[src/srx_pkg.sv]
// Shared constants for the serial receive status and address-detect block
package srx_pkg;

  // Register byte offsets
  localparam logic [7:0] ADDR_DATA = 8'h00;
  localparam logic [7:0] ADDR_STATUS = 8'h04;
  localparam logic [7:0] ADDR_MASK = 8'h08;
  localparam logic [7:0] ADDR_CTRL = 8'h0c;
  localparam logic [7:0] ADDR_RXADDR1 = 8'h10;
  localparam logic [7:0] ADDR_RXADDR2 = 8'h14;

  // Status bit positions; the mask register uses the same layout
  localparam int ST_AVAIL = 0;
  localparam int ST_PARITY = 1;
  localparam int ST_FRAMING = 2;
  localparam int ST_BREAK = 3;
  localparam int ST_OVERRUN = 4;
  localparam int ST_MATCH = 5;
  localparam int ST_MARK = 6;
  localparam int ST_SWOVER = 7;

  // Control register fields
  localparam int CTRL_MODE_LSB = 0;
  localparam int CTRL_HALF_DUPLEX = 3;
  localparam int CTRL_INT_ENABLE = 4;
  localparam int CTRL_FLUSH = 5;

  // Reset values
  localparam logic [7:0] MASK_RESET = 8'h00;
  localparam logic [2:0] MODE_RESET = 3'h4;

  // Address modes
  typedef enum logic [2:0] {
    addr_mode_software_per_byte = 3'b000,
    addr_mode_software_to_buffer = 3'b001,
    addr_mode_hardware_per_byte = 3'b010,
    addr_mode_hardware_to_buffer = 3'b011,
    addr_mode_disabled = 3'b100
  } srx_mode_type;

  // AXI responses
  localparam logic [1:0] RESP_OKAY = 2'h0;
  localparam logic [1:0] RESP_SLVERR = 2'h2;

endpackage

[src/srx_top.sv]
// Receive status, interrupt selection and multidrop address detection
// Summary of operation
// - Data-available flag is high while the receive FIFO holds a byte.
// - Parity mismatch on a received character sets the parity error flag.
// - Stop bit sampled as 0 sets the framing error flag, except on a break.
// - A break on the line sets the break flag.
// - Byte admitted for storage while the FIFO is full sets the overrun flag.
// - Address byte equal to either programmed address sets address match.
// - Half duplex compares against first address only.
// - Mark/space flag shows the parity bit of the latest character.
// - Mode disabled reads address match and mark/space flags as zero.
// - Status read clears all flags except data-available.
// - Data-available drops right after a data read empties the FIFO.
// - Interrupt mask bits line up one to one with status bits.
// - Interrupt asserts when any active status bit has its mask set.
// - Global enable gates the interrupt independently of the mask.
// - Data read returns next FIFO byte and advances, regardless of flags.
// - Flush discards all bytes in the receive FIFO.
// - Five addressing modes selectable at run time.
// - Writable 8-bit first receiver address.
// - Writable 8-bit second receiver address.
// - Addressing mode is a three-bit control field.
//
// Register access over AXI4-Lite and the register addresses were chosen for this implementation.
`timescale 1ns/100ps
`default_nettype none

module srx_top #(
  parameter int FIFO_DEPTH = 4
) (
  input wire logic aclk,
  input wire logic aresetn,
  // Received-character strobe from the deserialiser
  input wire logic rx_char_valid,
  input wire logic [7:0] rx_char_data,
  input wire logic rx_char_ninth,
  input wire logic rx_char_parity_bad,
  input wire logic rx_char_stop_bit,
  input wire logic rx_char_break,
  input wire logic rx_sw_buffer_overflow,
  // AXI4-Lite slave
  input wire logic [7:0] s_axi_awaddr,
  input wire logic s_axi_awvalid,
  output logic s_axi_awready,
  input wire logic [31:0] s_axi_wdata,
  input wire logic [3:0] s_axi_wstrb,
  input wire logic s_axi_wvalid,
  output logic s_axi_wready,
  output logic [1:0] s_axi_bresp,
  output logic s_axi_bvalid,
  input wire logic s_axi_bready,
  input wire logic [7:0] s_axi_araddr,
  input wire logic s_axi_arvalid,
  output logic s_axi_arready,
  output logic [31:0] s_axi_rdata,
  output logic [1:0] s_axi_rresp,
  output logic s_axi_rvalid,
  input wire logic s_axi_rready,
  output logic rx_interrupt
);

  localparam int PW = (FIFO_DEPTH > 1) ? $clog2(FIFO_DEPTH) : 1;
  // Refused at elaboration: the pointers wrap by overflow
  if (FIFO_DEPTH < 2 || (FIFO_DEPTH & (FIFO_DEPTH - 1)) != 0)
  begin : gen_depth_check
    $error("FIFO_DEPTH must be a power of two, at least 2");
  end

  ////////////////////////////////////////////////////////////////////////////
  // Register bus: one write and one read in flight at a time
  logic [7:0] awaddr_reg;
  logic aw_held_reg;
  logic [31:0] wdata_reg;
  logic [3:0] wstrb_reg;
  logic w_held_reg;
  logic wr_fire;
  logic rd_fire;
  logic [7:0] rd_addr;
  logic [7:0] mask_reg;
  srx_pkg::srx_mode_type mode_reg;
  logic half_duplex_reg;
  logic int_enable_reg;
  logic [7:0] rx_addr1_reg;
  logic [7:0] rx_addr2_reg;
  logic flush_pulse;
  assign wr_fire = aw_held_reg && w_held_reg && !s_axi_bvalid;
  assign rd_fire = s_axi_arvalid && s_axi_arready;
  assign rd_addr = s_axi_araddr;
  always_ff @(posedge aclk)
  begin
    if (!aresetn)
    begin
      aw_held_reg <= 1'b0;
      w_held_reg <= 1'b0;
      awaddr_reg <= 8'h00;
      wdata_reg <= 32'h0000_0000;
      wstrb_reg <= 4'h0;
      s_axi_awready <= 1'b1;
      s_axi_wready <= 1'b1;
    end
    else
    begin
      if (s_axi_awvalid && s_axi_awready)
      begin
        aw_held_reg <= 1'b1;
        awaddr_reg <= s_axi_awaddr;
        s_axi_awready <= 1'b0;
      end
      if (s_axi_wvalid && s_axi_wready)
      begin
        w_held_reg <= 1'b1;
        wdata_reg <= s_axi_wdata;
        wstrb_reg <= s_axi_wstrb;
        s_axi_wready <= 1'b0;
      end
      if (s_axi_bvalid && s_axi_bready)
      begin
        aw_held_reg <= 1'b0;
        w_held_reg <= 1'b0;
        s_axi_awready <= 1'b1;
        s_axi_wready <= 1'b1;
      end
    end
  end

  always_ff @(posedge aclk)
  begin
    if (!aresetn)
    begin
      s_axi_bvalid <= 1'b0;
      s_axi_bresp <= srx_pkg::RESP_OKAY;
    end
    else if (wr_fire)
    begin
      s_axi_bvalid <= 1'b1;
      unique case (awaddr_reg)
        srx_pkg::ADDR_MASK, srx_pkg::ADDR_CTRL, srx_pkg::ADDR_RXADDR1, srx_pkg::ADDR_RXADDR2:
          s_axi_bresp <= srx_pkg::RESP_OKAY;
        // Data and status are read-only; writes are dropped but acknowledged
        srx_pkg::ADDR_DATA, srx_pkg::ADDR_STATUS:
          s_axi_bresp <= srx_pkg::RESP_OKAY;
        default:
          s_axi_bresp <= srx_pkg::RESP_SLVERR;
      endcase
    end
    else if (s_axi_bready)
    begin
      s_axi_bvalid <= 1'b0;
    end
  end

  // Writable configuration, byte lane 0 only
  always_ff @(posedge aclk)
  begin
    if (!aresetn)
    begin
      mask_reg <= srx_pkg::MASK_RESET;
      mode_reg <= srx_pkg::srx_mode_type'(srx_pkg::MODE_RESET);
      half_duplex_reg <= 1'b0;
      int_enable_reg <= 1'b0;
      rx_addr1_reg <= 8'h00;
      rx_addr2_reg <= 8'h00;
      flush_pulse <= 1'b0;
    end
    else
    begin
      flush_pulse <= 1'b0;
      if (wr_fire && wstrb_reg[0])
      begin
        unique case (awaddr_reg)
          srx_pkg::ADDR_MASK: mask_reg <= wdata_reg[7:0];
          srx_pkg::ADDR_CTRL:
          begin
            mode_reg <= srx_pkg::srx_mode_type'(wdata_reg[srx_pkg::CTRL_MODE_LSB +: 3]);
            half_duplex_reg <= wdata_reg[srx_pkg::CTRL_HALF_DUPLEX];
            int_enable_reg <= wdata_reg[srx_pkg::CTRL_INT_ENABLE];
            flush_pulse <= wdata_reg[srx_pkg::CTRL_FLUSH];
          end
          srx_pkg::ADDR_RXADDR1: rx_addr1_reg <= wdata_reg[7:0];
          srx_pkg::ADDR_RXADDR2: rx_addr2_reg <= wdata_reg[7:0];
          default:
          begin
          end
        endcase
      end
    end
  end

  ////////////////////////////////////////////////////////////////////////////
  // Address detection and FIFO admission
  logic is_address;
  logic addr_hit;
  logic in_window_reg;
  logic store;
  logic addr_enabled;
  assign is_address = rx_char_ninth;
  assign addr_enabled = (mode_reg != srx_pkg::addr_mode_disabled);
  // Half duplex has only the first comparator
  assign addr_hit = (rx_char_data == rx_addr1_reg) ||
                    (!half_duplex_reg && rx_char_data == rx_addr2_reg);

  // A control write closes the window so no earlier mode leaks data into a new one
  always_ff @(posedge aclk)
  begin
    if (!aresetn || (wr_fire && wstrb_reg[0] && awaddr_reg == srx_pkg::ADDR_CTRL))
    begin
      in_window_reg <= 1'b0;
    end
    else if (rx_char_valid && is_address && !rx_char_break && mode_reg == srx_pkg::addr_mode_hardware_to_buffer)
    begin
      in_window_reg <= addr_hit;
    end
    else if (rx_char_valid && is_address && !rx_char_break && mode_reg == srx_pkg::addr_mode_hardware_per_byte
             && addr_hit)
    begin
      in_window_reg <= 1'b1;
    end
  end
  always_comb
  begin
    store = 1'b0;
    if (rx_char_valid && !rx_char_break)
    begin
      unique case (mode_reg)
        srx_pkg::addr_mode_hardware_to_buffer:
          store = is_address ? 1'b0 : in_window_reg;
        srx_pkg::addr_mode_hardware_per_byte:
          store = is_address ? addr_hit : in_window_reg;
        default:
          store = 1'b1;
      endcase
    end
  end

  ////////////////////////////////////////////////////////////////////////////
  // Receive FIFO
  logic [7:0] fifo_mem [FIFO_DEPTH];
  logic [PW-1:0] wr_ptr_reg;
  logic [PW-1:0] rd_ptr_reg;
  logic [PW:0] count_reg;
  logic fifo_full;
  logic fifo_empty;
  logic pop;
  logic push;
  assign fifo_full = (count_reg == (PW+1)'(FIFO_DEPTH));
  assign fifo_empty = (count_reg == '0);
  assign pop = rd_fire && rd_addr == srx_pkg::ADDR_DATA && !fifo_empty;
  assign push = store && !fifo_full;

  always_ff @(posedge aclk)
  begin
    if (push)
    begin
      fifo_mem[wr_ptr_reg] <= rx_char_data;
    end
  end
  always_ff @(posedge aclk)
  begin
    if (!aresetn || flush_pulse)
    begin
      wr_ptr_reg <= '0;
      rd_ptr_reg <= '0;
      count_reg <= '0;
    end
    else
    begin
      if (push)
      begin
        wr_ptr_reg <= wr_ptr_reg + 1'b1;
      end
      if (pop)
      begin
        rd_ptr_reg <= rd_ptr_reg + 1'b1;
      end
      if (push && !pop)
      begin
        count_reg <= count_reg + 1'b1;
      end
      else if (pop && !push)
      begin
        count_reg <= count_reg - 1'b1;
      end
    end
  end

  ////////////////////////////////////////////////////////////////////////////
  // Sticky status flags; a new event wins over a clear-on-read
  logic [7:0] sticky_reg;
  logic [7:0] events;
  logic [7:0] status_view;
  logic status_read;
  assign status_read = rd_fire && rd_addr == srx_pkg::ADDR_STATUS;
  always_comb
  begin
    events = 8'h00;
    events[srx_pkg::ST_PARITY] = rx_char_valid && rx_char_parity_bad;
    events[srx_pkg::ST_FRAMING] = rx_char_valid && !rx_char_stop_bit && !rx_char_break;
    events[srx_pkg::ST_BREAK] = rx_char_valid && rx_char_break;
    events[srx_pkg::ST_OVERRUN] = store && fifo_full;
    events[srx_pkg::ST_MATCH] = rx_char_valid && is_address && addr_hit && addr_enabled;
    events[srx_pkg::ST_SWOVER] = rx_sw_buffer_overflow;
  end
  // Mark/space follows the latest character rather than latching
  logic mark_reg;
  always_ff @(posedge aclk)
  begin
    if (!aresetn)
    begin
      mark_reg <= 1'b0;
    end
    else if (rx_char_valid)
    begin
      mark_reg <= rx_char_ninth;
    end
    else if (status_read)
    begin
      mark_reg <= 1'b0;
    end
  end
  always_ff @(posedge aclk)
  begin
    if (!aresetn)
    begin
      sticky_reg <= 8'h00;
    end
    else
    begin
      sticky_reg <= (status_read ? 8'h00 : sticky_reg) | events;
    end
  end
  always_comb
  begin
    status_view = sticky_reg;
    status_view[srx_pkg::ST_AVAIL] = !fifo_empty;
    status_view[srx_pkg::ST_MARK] = mark_reg;
    if (!addr_enabled)
    begin
      status_view[srx_pkg::ST_MATCH] = 1'b0;
      status_view[srx_pkg::ST_MARK] = 1'b0;
    end
  end

  ////////////////////////////////////////////////////////////////////////////
  // Read channel: answer one cycle after the address is taken
  always_ff @(posedge aclk)
  begin
    if (!aresetn)
    begin
      s_axi_arready <= 1'b1;
      s_axi_rvalid <= 1'b0;
      s_axi_rdata <= 32'h0000_0000;
      s_axi_rresp <= srx_pkg::RESP_OKAY;
    end
    else if (rd_fire)
    begin
      s_axi_arready <= 1'b0;
      s_axi_rvalid <= 1'b1;
      s_axi_rresp <= srx_pkg::RESP_OKAY;
      unique case (rd_addr)
        srx_pkg::ADDR_DATA: s_axi_rdata <= {24'h000000, fifo_mem[rd_ptr_reg]};
        srx_pkg::ADDR_STATUS: s_axi_rdata <= {24'h000000, status_view};
        srx_pkg::ADDR_MASK: s_axi_rdata <= {24'h000000, mask_reg};
        srx_pkg::ADDR_CTRL: s_axi_rdata <= {27'h0000000, int_enable_reg, half_duplex_reg, mode_reg};
        srx_pkg::ADDR_RXADDR1: s_axi_rdata <= {24'h000000, rx_addr1_reg};
        srx_pkg::ADDR_RXADDR2: s_axi_rdata <= {24'h000000, rx_addr2_reg};
        default:
        begin
          s_axi_rdata <= 32'h0000_0000;
          s_axi_rresp <= srx_pkg::RESP_SLVERR;
        end
      endcase
    end
    else if (s_axi_rvalid && s_axi_rready)
    begin
      s_axi_rvalid <= 1'b0;
      s_axi_arready <= 1'b1;
    end
  end

  ////////////////////////////////////////////////////////////////////////////
  // Interrupt: registered so the output comes from a flip-flop
  always_ff @(posedge aclk)
  begin
    if (!aresetn)
    begin
      rx_interrupt <= 1'b0;
    end
    else
    begin
      rx_interrupt <= int_enable_reg && |(status_view & mask_reg);
    end
  end

endmodule // srx_top

`default_nettype wire

[config.mk]
export PLATFORM = sky130hd
export DESIGN_NAME = srx_top
export DESIGN_NICKNAME = d
export VERILOG_FILES = /design/src/srx_pkg.sv /design/src/srx_top.sv
export SDC_FILE = /design/constraint.sdc
export NUM_CORES = 1
export LEC_CHECK = 0
export BUFFER_PORTS_ARGS = -buffer_cell sky130_fd_sc_hd__buf_2
export CAP_MARGIN = 10
export CORE_MARGIN = 3
export CORE_UTILIZATION = 45
export CTS_BUF_LIST = sky130_fd_sc_hd__clkbuf_8 sky130_fd_sc_hd__clkbuf_16
export DETAILED_ROUTE_END_ITERATION = 10
export PLACE_DENSITY = 0.68
export REMOVE_ABC_BUFFERS = 1
export SLEW_MARGIN = 20
export SYNTH_ARGS = -nofsm -noshare
export SYNTH_HDL_FRONTEND = slang
export SYNTH_SLANG_ARGS = --single-unit
[constraint.sdc]
create_clock -name aclk -period 3.5 [get_ports aclk]
set_input_delay 0.7 -clock aclk [delete_from_list [all_inputs] [get_ports aclk]]
set_output_delay 0.7 -clock aclk [all_outputs]
set_load 0.02 [all_outputs]
==> results of run 1 <==
per-stage QoR:
stage / worst slack [ns] / util / cells / instance area (um2) / total power [uW]
2_1_floorplan: 0.524 / - / 485 / 5110 / 1580
3_3_place_gp: 0.166 / 0.487 / 690 / 5600 / 1680
3_5_place_dp: 0.0716 / 0.487 / 690 / 5600 / 1690
4_1_cts: 0.504 / 0.540 / 722 / 6220 / 3440
5_1_grt: 0.350 / 0.540 / 722 / 6220 / 3520
6_report: 0.493 / 0.540 / 722 / 6220 / 3410
kinds of logic (layout without fill, tap and decap cells):
family	Yosys count	count (layout)	synth area share
buffers and inverters	56	101	0.0658
flip-flops	114	114	0.487
multiplexers	43	43	0.108
adder cells (fa/ha/maj)	6	6	0.0155
AO/OA/AOI/OAI	85	85	0.113
XOR/XNOR	20	20	0.0328
other	1	26	0.000702
AND/OR/NAND/NOR	184	184	0.178
per-layer routing:
layer / vias to the layer above / wire length, um / global-route usage
met5: - / 0 / 0
met4: 0 / 214 / 0.0915
met3: 17 / 930 / 0.0537
met2: 150 / 5380 / 0.285
met1: 1764 / 5330 / 0.250
li1: 1876 / - / -
synth_stat cells, types with 2 or more instances:
cell type | number | share of area
nor2_1 | 16 | 0.011
dfxtp_1 | 82 | 0.31
a222oi_1 | 2 | 0.0037
nand3b_1 | 3 | 0.0042
edfxtp_1 | 32 | 0.18
or3_1 | 2 | 0.0023
nor3b_1 | 2 | 0.0028
a22o_1 | 4 | 0.0066
buf_6 | 4 | 0.0084
a21oi_1 | 11 | 0.010
nor3_1 | 2 | 0.0019
inv_1 | 6 | 0.0042
a221o_1 | 3 | 0.0056
buf_4 | 28 | 0.039
nand2b_1 | 6 | 0.0070
mux4_1 | 7 | 0.034
nand3_1 | 17 | 0.016
mux2_2 | 6 | 0.013
clkbuf_1 | 14 | 0.0098
xor2_1 | 13 | 0.021
and3_1 | 3 | 0.0035
mux2i_1 | 28 | 0.052
nor4_1 | 3 | 0.0035
o21a_1 | 2 | 0.0028
ha_1 | 5 | 0.012
nor2b_1 | 32 | 0.037
buf_2 | 2 | 0.0019
o21ai_0 | 13 | 0.012
mux4_2 | 2 | 0.0084
o211a_1 | 2 | 0.0037
nand4_1 | 5 | 0.0059
a21boi_0 | 29 | 0.041
and2_1 | 8 | 0.0094
nand2_1 | 74 | 0.052
a22oi_1 | 11 | 0.015
xnor2_1 | 7 | 0.011
critical path, stage by stage:
cell and delay, ns:
buf_2 0.15, xnor2_1 0.15, nand3_1 0.10, or4_1 0.56, a31o_2 0.33, inv_2 0.10, ha_1 0.18, inv_1 0.06
fa_1 0.37, xor2_1 0.17, or3_1 0.31, a21oi_1 0.14
power by group:
group / switching (uW) / leakage, uW / internal (uW)
logic: 142 / 0.00132 / 86.7
registers: 35.1 / 0.000957 / 1400
clock network: 563 / 0.000314 / 1180
total: 740 / 0.00259 / 2670
area by class of cell:
cell class,count,area [um2],area share
tap,143,179,0.0288
clock buffer,20,478,0.0769
inverter,7,26.3,0.00423
multi-input combinational,364,2480,0.399
timing repair buffer,62,313,0.0503
clock inverter,12,138,0.0221
sequential,114,2600,0.419
final timing paths:
kind	start	endpoint	slack [ns]	cells after the start
setup / recovery	rx_char_data[7]	count_reg[2]	0.49	12
hold reg to reg	s_axi_rdata[0]	s_axi_rdata[0]	0.45	2
setup reg to reg	rx_addr2_reg[0]	count_reg[2]	0.54	11
hold / removal	s_axi_rdata[0]	s_axi_rdata[0]	0.45	2
==> results.md, run 1 <==
* Drt initial violations at 266
* Nets at approximately 650
* Min Hold Slack at between 0.4 and 0.5 ns
* Worst slew pin tran at between 0.8 and 0.9 ns
* Antenna-violating nets left at 0
* Mapped Area at between 5000 and 6000 um2
* Std-Cell Rows at 39
* Synth warnings at 0
* Clock Sinks at 114
* Initial antenna violation count at 0
* Post-synth EDFFs at 32
* DR vias at about 3.8k
* Clk Latency, worst-skew pair at ~0.4 ns
* Total wire length at 11800 um
* Commonest cells after routing, fill and taps aside: dfxtp_1, nand2_1, buf_2
* Fraction of registers with async set/reset at 0
* Netlist cell types at 59
* CP max FO at 6
* Largest net degree at the start of global routing at between 50 and 60
* Worst min path class: flop to flop
* GRT Total Usage at 0.189
* Setup TNS at 0 ns
* DIE WIDTH at roughly 110 um
* Post-CTS setup buffer count at 0
* CTS tree: yes
* Fin crit share at 0.859
* Initial core utilization at 0.464
* Root buf cell: clkbuf_16
* Tmin final at around 3 ns
* Drt drc at 0
* CP Launch Type: input port
* Port Buffer Count at 61
* WL per Instance at around 16 um
* Max FFs per register at 32
* Share of layout cells above drive strength 1 at 0.183
* FF+latch count, synth at 114
* Max Cap Viol at 0
* Area Growth Syn to Fin at 16.4%
* Most common cell after layout, fill and taps aside: dfxtp_1
* RSZ-0062 raised after global routing: false
* Synth Flop Type: dfxtp_1
* DR vias/cell at ~5.3
* GRT Residual Overflow at 0
* Post-CTS Resized at 0
* Setup Viol. Count Final at 0
* Die area at around 13000 um2
* Count of boundary I/O pins at about 120
* WP data required at between 3 and 4 ns
* Slew margin rel. at 0.437
* WS Path Type: input port to flop
* Status: complete, no violations
* Syn avg cell area at around 10 um2
* CTS H-tree lvls at 4
* Slew Viols, Final at 0
* Height of the die at between 100 and 150 um
* First-pass DRT Iterations at 6
* Fill cells at ~1000
* First-pass GRT wire length at approximately 19000 um
* Routability Congestion at approximately 0.9
* Peak VDD IR at 0.000337 V
* Skew final at slightly above 0.01 ns
* Pleak at ~0.0026 uW
* Clock transition at the registers of the reported paths at about 0.050 ns
* ANT cells at 0
* Final hold viol count at 0
* Max Root-Sink Buffers at 2
* Core Region at 11500 um2
* Top reg by flops: fifo_mem
* Vias in the first global route at about 3.7k
* Seq/Total Area, Yosys at 0.487
* Hpwl dp at 8740 um
* CTS Buf Count at 17
* Fmax at between 300 and 400 MHz
* Crit end category: flop
* Critical Path AT at 3.34 ns
* Pwr/cell area at about 550 nW/um2
* Hold_buf cts at 0
* Gate Count Post-Synth at roughly 500
(Power assumes the default switching activity.)
==> run 2, diff against run 1 <==
ABC_AREA = 1   (was unset)
==> results.md, run 2 <==
* Setup Viol. Count Final at 0
* Proportion of synthesized area in mux cells at 0
* FF+latch count, synth at 114
* GRT Residual Overflow at 0
* Synth warnings at 0
* Adder-cell share of the synthesized area at 0.0158
* Top reg by flops: fifo_mem
* Post-synth top area cell: dfxtp_1
* Cell mode on critical path: nand2_1
* Pleak at between 0.002 and 0.003 uW
* Post-CTS setup buffer count at 0
* Psw at between 800 and 900 uW
* Final worst slack at between 0.9 and 1 ns
* Syn avg cell area at ~8.4 um2
* CP max FO at 9
* Synth top area cells: dfxtp_1, edfxtp_1, nand2_1, nor2_1, a21oi_1
* Top-count cell post-synth: nand2_1
* Pre-CTS setup slack at between 0.5 and 0.6 ns
* Final hold viol count at 0
* Xor and xnor area share after synthesis at 0.0151
* Root buf cell: clkbuf_16
* Pwr/cell area at around 550 nW/um2
* Wire length on met2 at 6170 um
* DR vias/cell at 5.10
* Post-synth EDFFs at 32
* Most common library cells after synthesis: nand2_1, nor2_1, dfxtp_1
* Die area at between 10000 and 15000 um2
* DR WL met3 at about 800 um
* Int Pwr at between 2000 and 3000 uW
* Setup TNS at 0 ns
* Max Root-Sink Buffers at 2
* Most common cell after layout, fill and taps aside: nand2_1
* CP Launch Type: input port
* WL per Instance at 14.7 um
* Switching share of total power at 0.245
* Fin crit share at 0.735
* Fmax at between 300 and 400 MHz
* Std-Cell Rows at 38
* Largest net degree at the start of global routing at 39
* Max Cap Viol at 0
* Hold_buf cts at 0
* CTS Buf Count at 17
* Metal1 wirelength at 5200 um
* Fraction of registers with async set/reset at 0
* Nets at between 700 and 800
* Slowest stage delay, CP at about 0.37 ns
* Antenna-violating nets left at 0
* Area post-placement at 5540 um2
* Gate power share at 0.080
* Critical Path AT at 2.87 ns
* Count of boundary I/O pins at ~120
* Core Region at between 10000 and 15000 um2
* Clk Latency, worst-skew pair at ~0.4 ns
* Vias in the first global route at roughly 4.1k
* Initial antenna violation count at 0
* Share of layout cells above drive strength 1 at 0.185
* Initial core utilization at 0.470
* Yosys top cell area share at 0.315
* Routability Congestion at a little under 0.9
* Status: complete, no violations
* Cell Chain, Critical Path: buf_2 -> inv_1 -> nand2_1 -> nand2_1 -> inv_1 -> nand2_1 -> nor2_1 -> nand3_1 -> nand2_1 -> nand2_1 -> nand2_2 -> nand3_4 -> inv_1 -> ha_1 -> inv_1 -> fa_1 -> o21ai_0 -> a21oi_1 -> o21ai_0 -> a21oi_1
* RSZ-0062 raised after global routing: false
* Synth Flop Type: dfxtp_1
* Drt initial violations at roughly 250
* First-pass DRT Iterations at 5
* Height of the die at about 110 um
* CTS H-tree lvls at 4
* Hpwl dp at between 8000 and 9000 um
* CP max-delay cell: fa_1
* Final instance area at approximately 6100 um2
* First-pass GRT wire length at approximately 20000 um
* Gate Count Post-Synth at just over 600
* Drt drc at 0
* Port Buffer Count at between 60 and 70
* Sequential power share at 0.428
* Final core occ at 0.553
* Post-CTS Resized at 0
* Peak VDD IR at around 0.00034 V
* Worst slew pin tran at 0.701 ns
* Compound-Gate Fraction of Synth Area at 0.159
* Seq/Total Area, Yosys at 0.499
* Max Used Layer: met4
* Post-Synth Simple-Gate Area at 0.206
* Netlist cell types at 44
* ANT cells at 0
* Worst min path class: flop to flop
* WP data required at about 3.8 ns
* Skew final at slightly above 0.006 ns
* Crit end category: flop
* DIE WIDTH at ~110 um
* Clock power frac at 0.493
* DR vias at 4282
* WS Path Type: input port to flop
* Total wire length at roughly 12000 um
* Clock Sinks at between 100 and 150
* Commonest cells after routing, fill and taps aside: nand2_1, nor2_1, dfxtp_1
* Clock transition at the registers of the reported paths at about 0.050 ns
* GRT Total Usage at 0.195
* CTS tree: yes
* Tmin final at around 2.6 ns
* Slew margin rel. at 0.531
* Mapped Area at 5210 um2
* Combinational family with the most area after synthesis: simple AND/OR/NAND/NOR gates
* Max FFs per register at 32
* Area Growth Syn to Fin at 17.5%
* Min Hold Slack at 0.466 ns
* Slew Viols, Final at 0
-- run 2: cell count changes in the layout (fill, tap and decap cells not counted), moves of 28 or more --
cell,delta
inv_1,+50
a21oi_1,+38
mux2i_1,-28
a21boi_0,-29
nor2b_1,-32
nor2_1,+76
o21ai_0,+36
-- run 2: critical path, delay by kind of cell --
kind	cells	cell delay [ns]
fa+ha+maj	2	0.51
compound gates	4	0.44
simple gates	9	0.79
buf+inv	5	0.41
-- run 2: cells by family after synthesis --
| group | after synthesis |
|---|---|
| AOI/OAI and AO/OA | 140 |
| and+or+nand+nor | 239 |
| DFF | 114 |
| buffers and inverters | 110 |
| adders and majority gates | 6 |
| other | 1 |
| xor gates and xnor gates | 9 |
-- run 2: worst paths after layout --
check | start | endpoint | slack (ns) | cells after the start
worst min-delay path | s_axi_rresp[1] | s_axi_rresp[1] | 0.47 | 2
worst min register to register | s_axi_rresp[1] | s_axi_rresp[1] | 0.47 | 2
worst max register to register | rx_addr2_reg[7] | count_reg[2] | 1.02 | 17
worst max-delay path | rx_char_data[1] | count_reg[2] | 0.93 | 20
-- run 2: final cells by class --
cell class,count,area [um2]
clock buffers,20,478
clock inverters,12,104
fillers,1012,4950
inverters,65,245
multi-input cells,420,2160
flip-flops and latches,114,2600
well taps,140,175
repair buffers,68,358
-- run 2: routing by layer --
| layer | up-vias | track usage |
|---|---|---|
| met3 | 18 | 0.0456 |
| met5 | - | 0 |
| li1 | 2154 | - |
| met1 | 1963 | 0.234 |
| met2 | 147 | 0.342 |
| met4 | 0 | 0.0697 |
-- run 2: metrics by stage --
step                      total power, uW  instances
after floorplan                      1630        599
after global placement               1720        807
after detailed placement             1730        807
after CTS                            3390        839
after global routing                 3490        839
final                                3370        839
-- run 2: power by group through the flow --
stage	combinational, uW	sequential [uW]	clock, uW
floorplan	155	1470	0
global placement	258	1460	0
detailed placement	267	1470	0
CTS	268	1440	1680
global route	304	1440	1740
finish	268	1440	1660
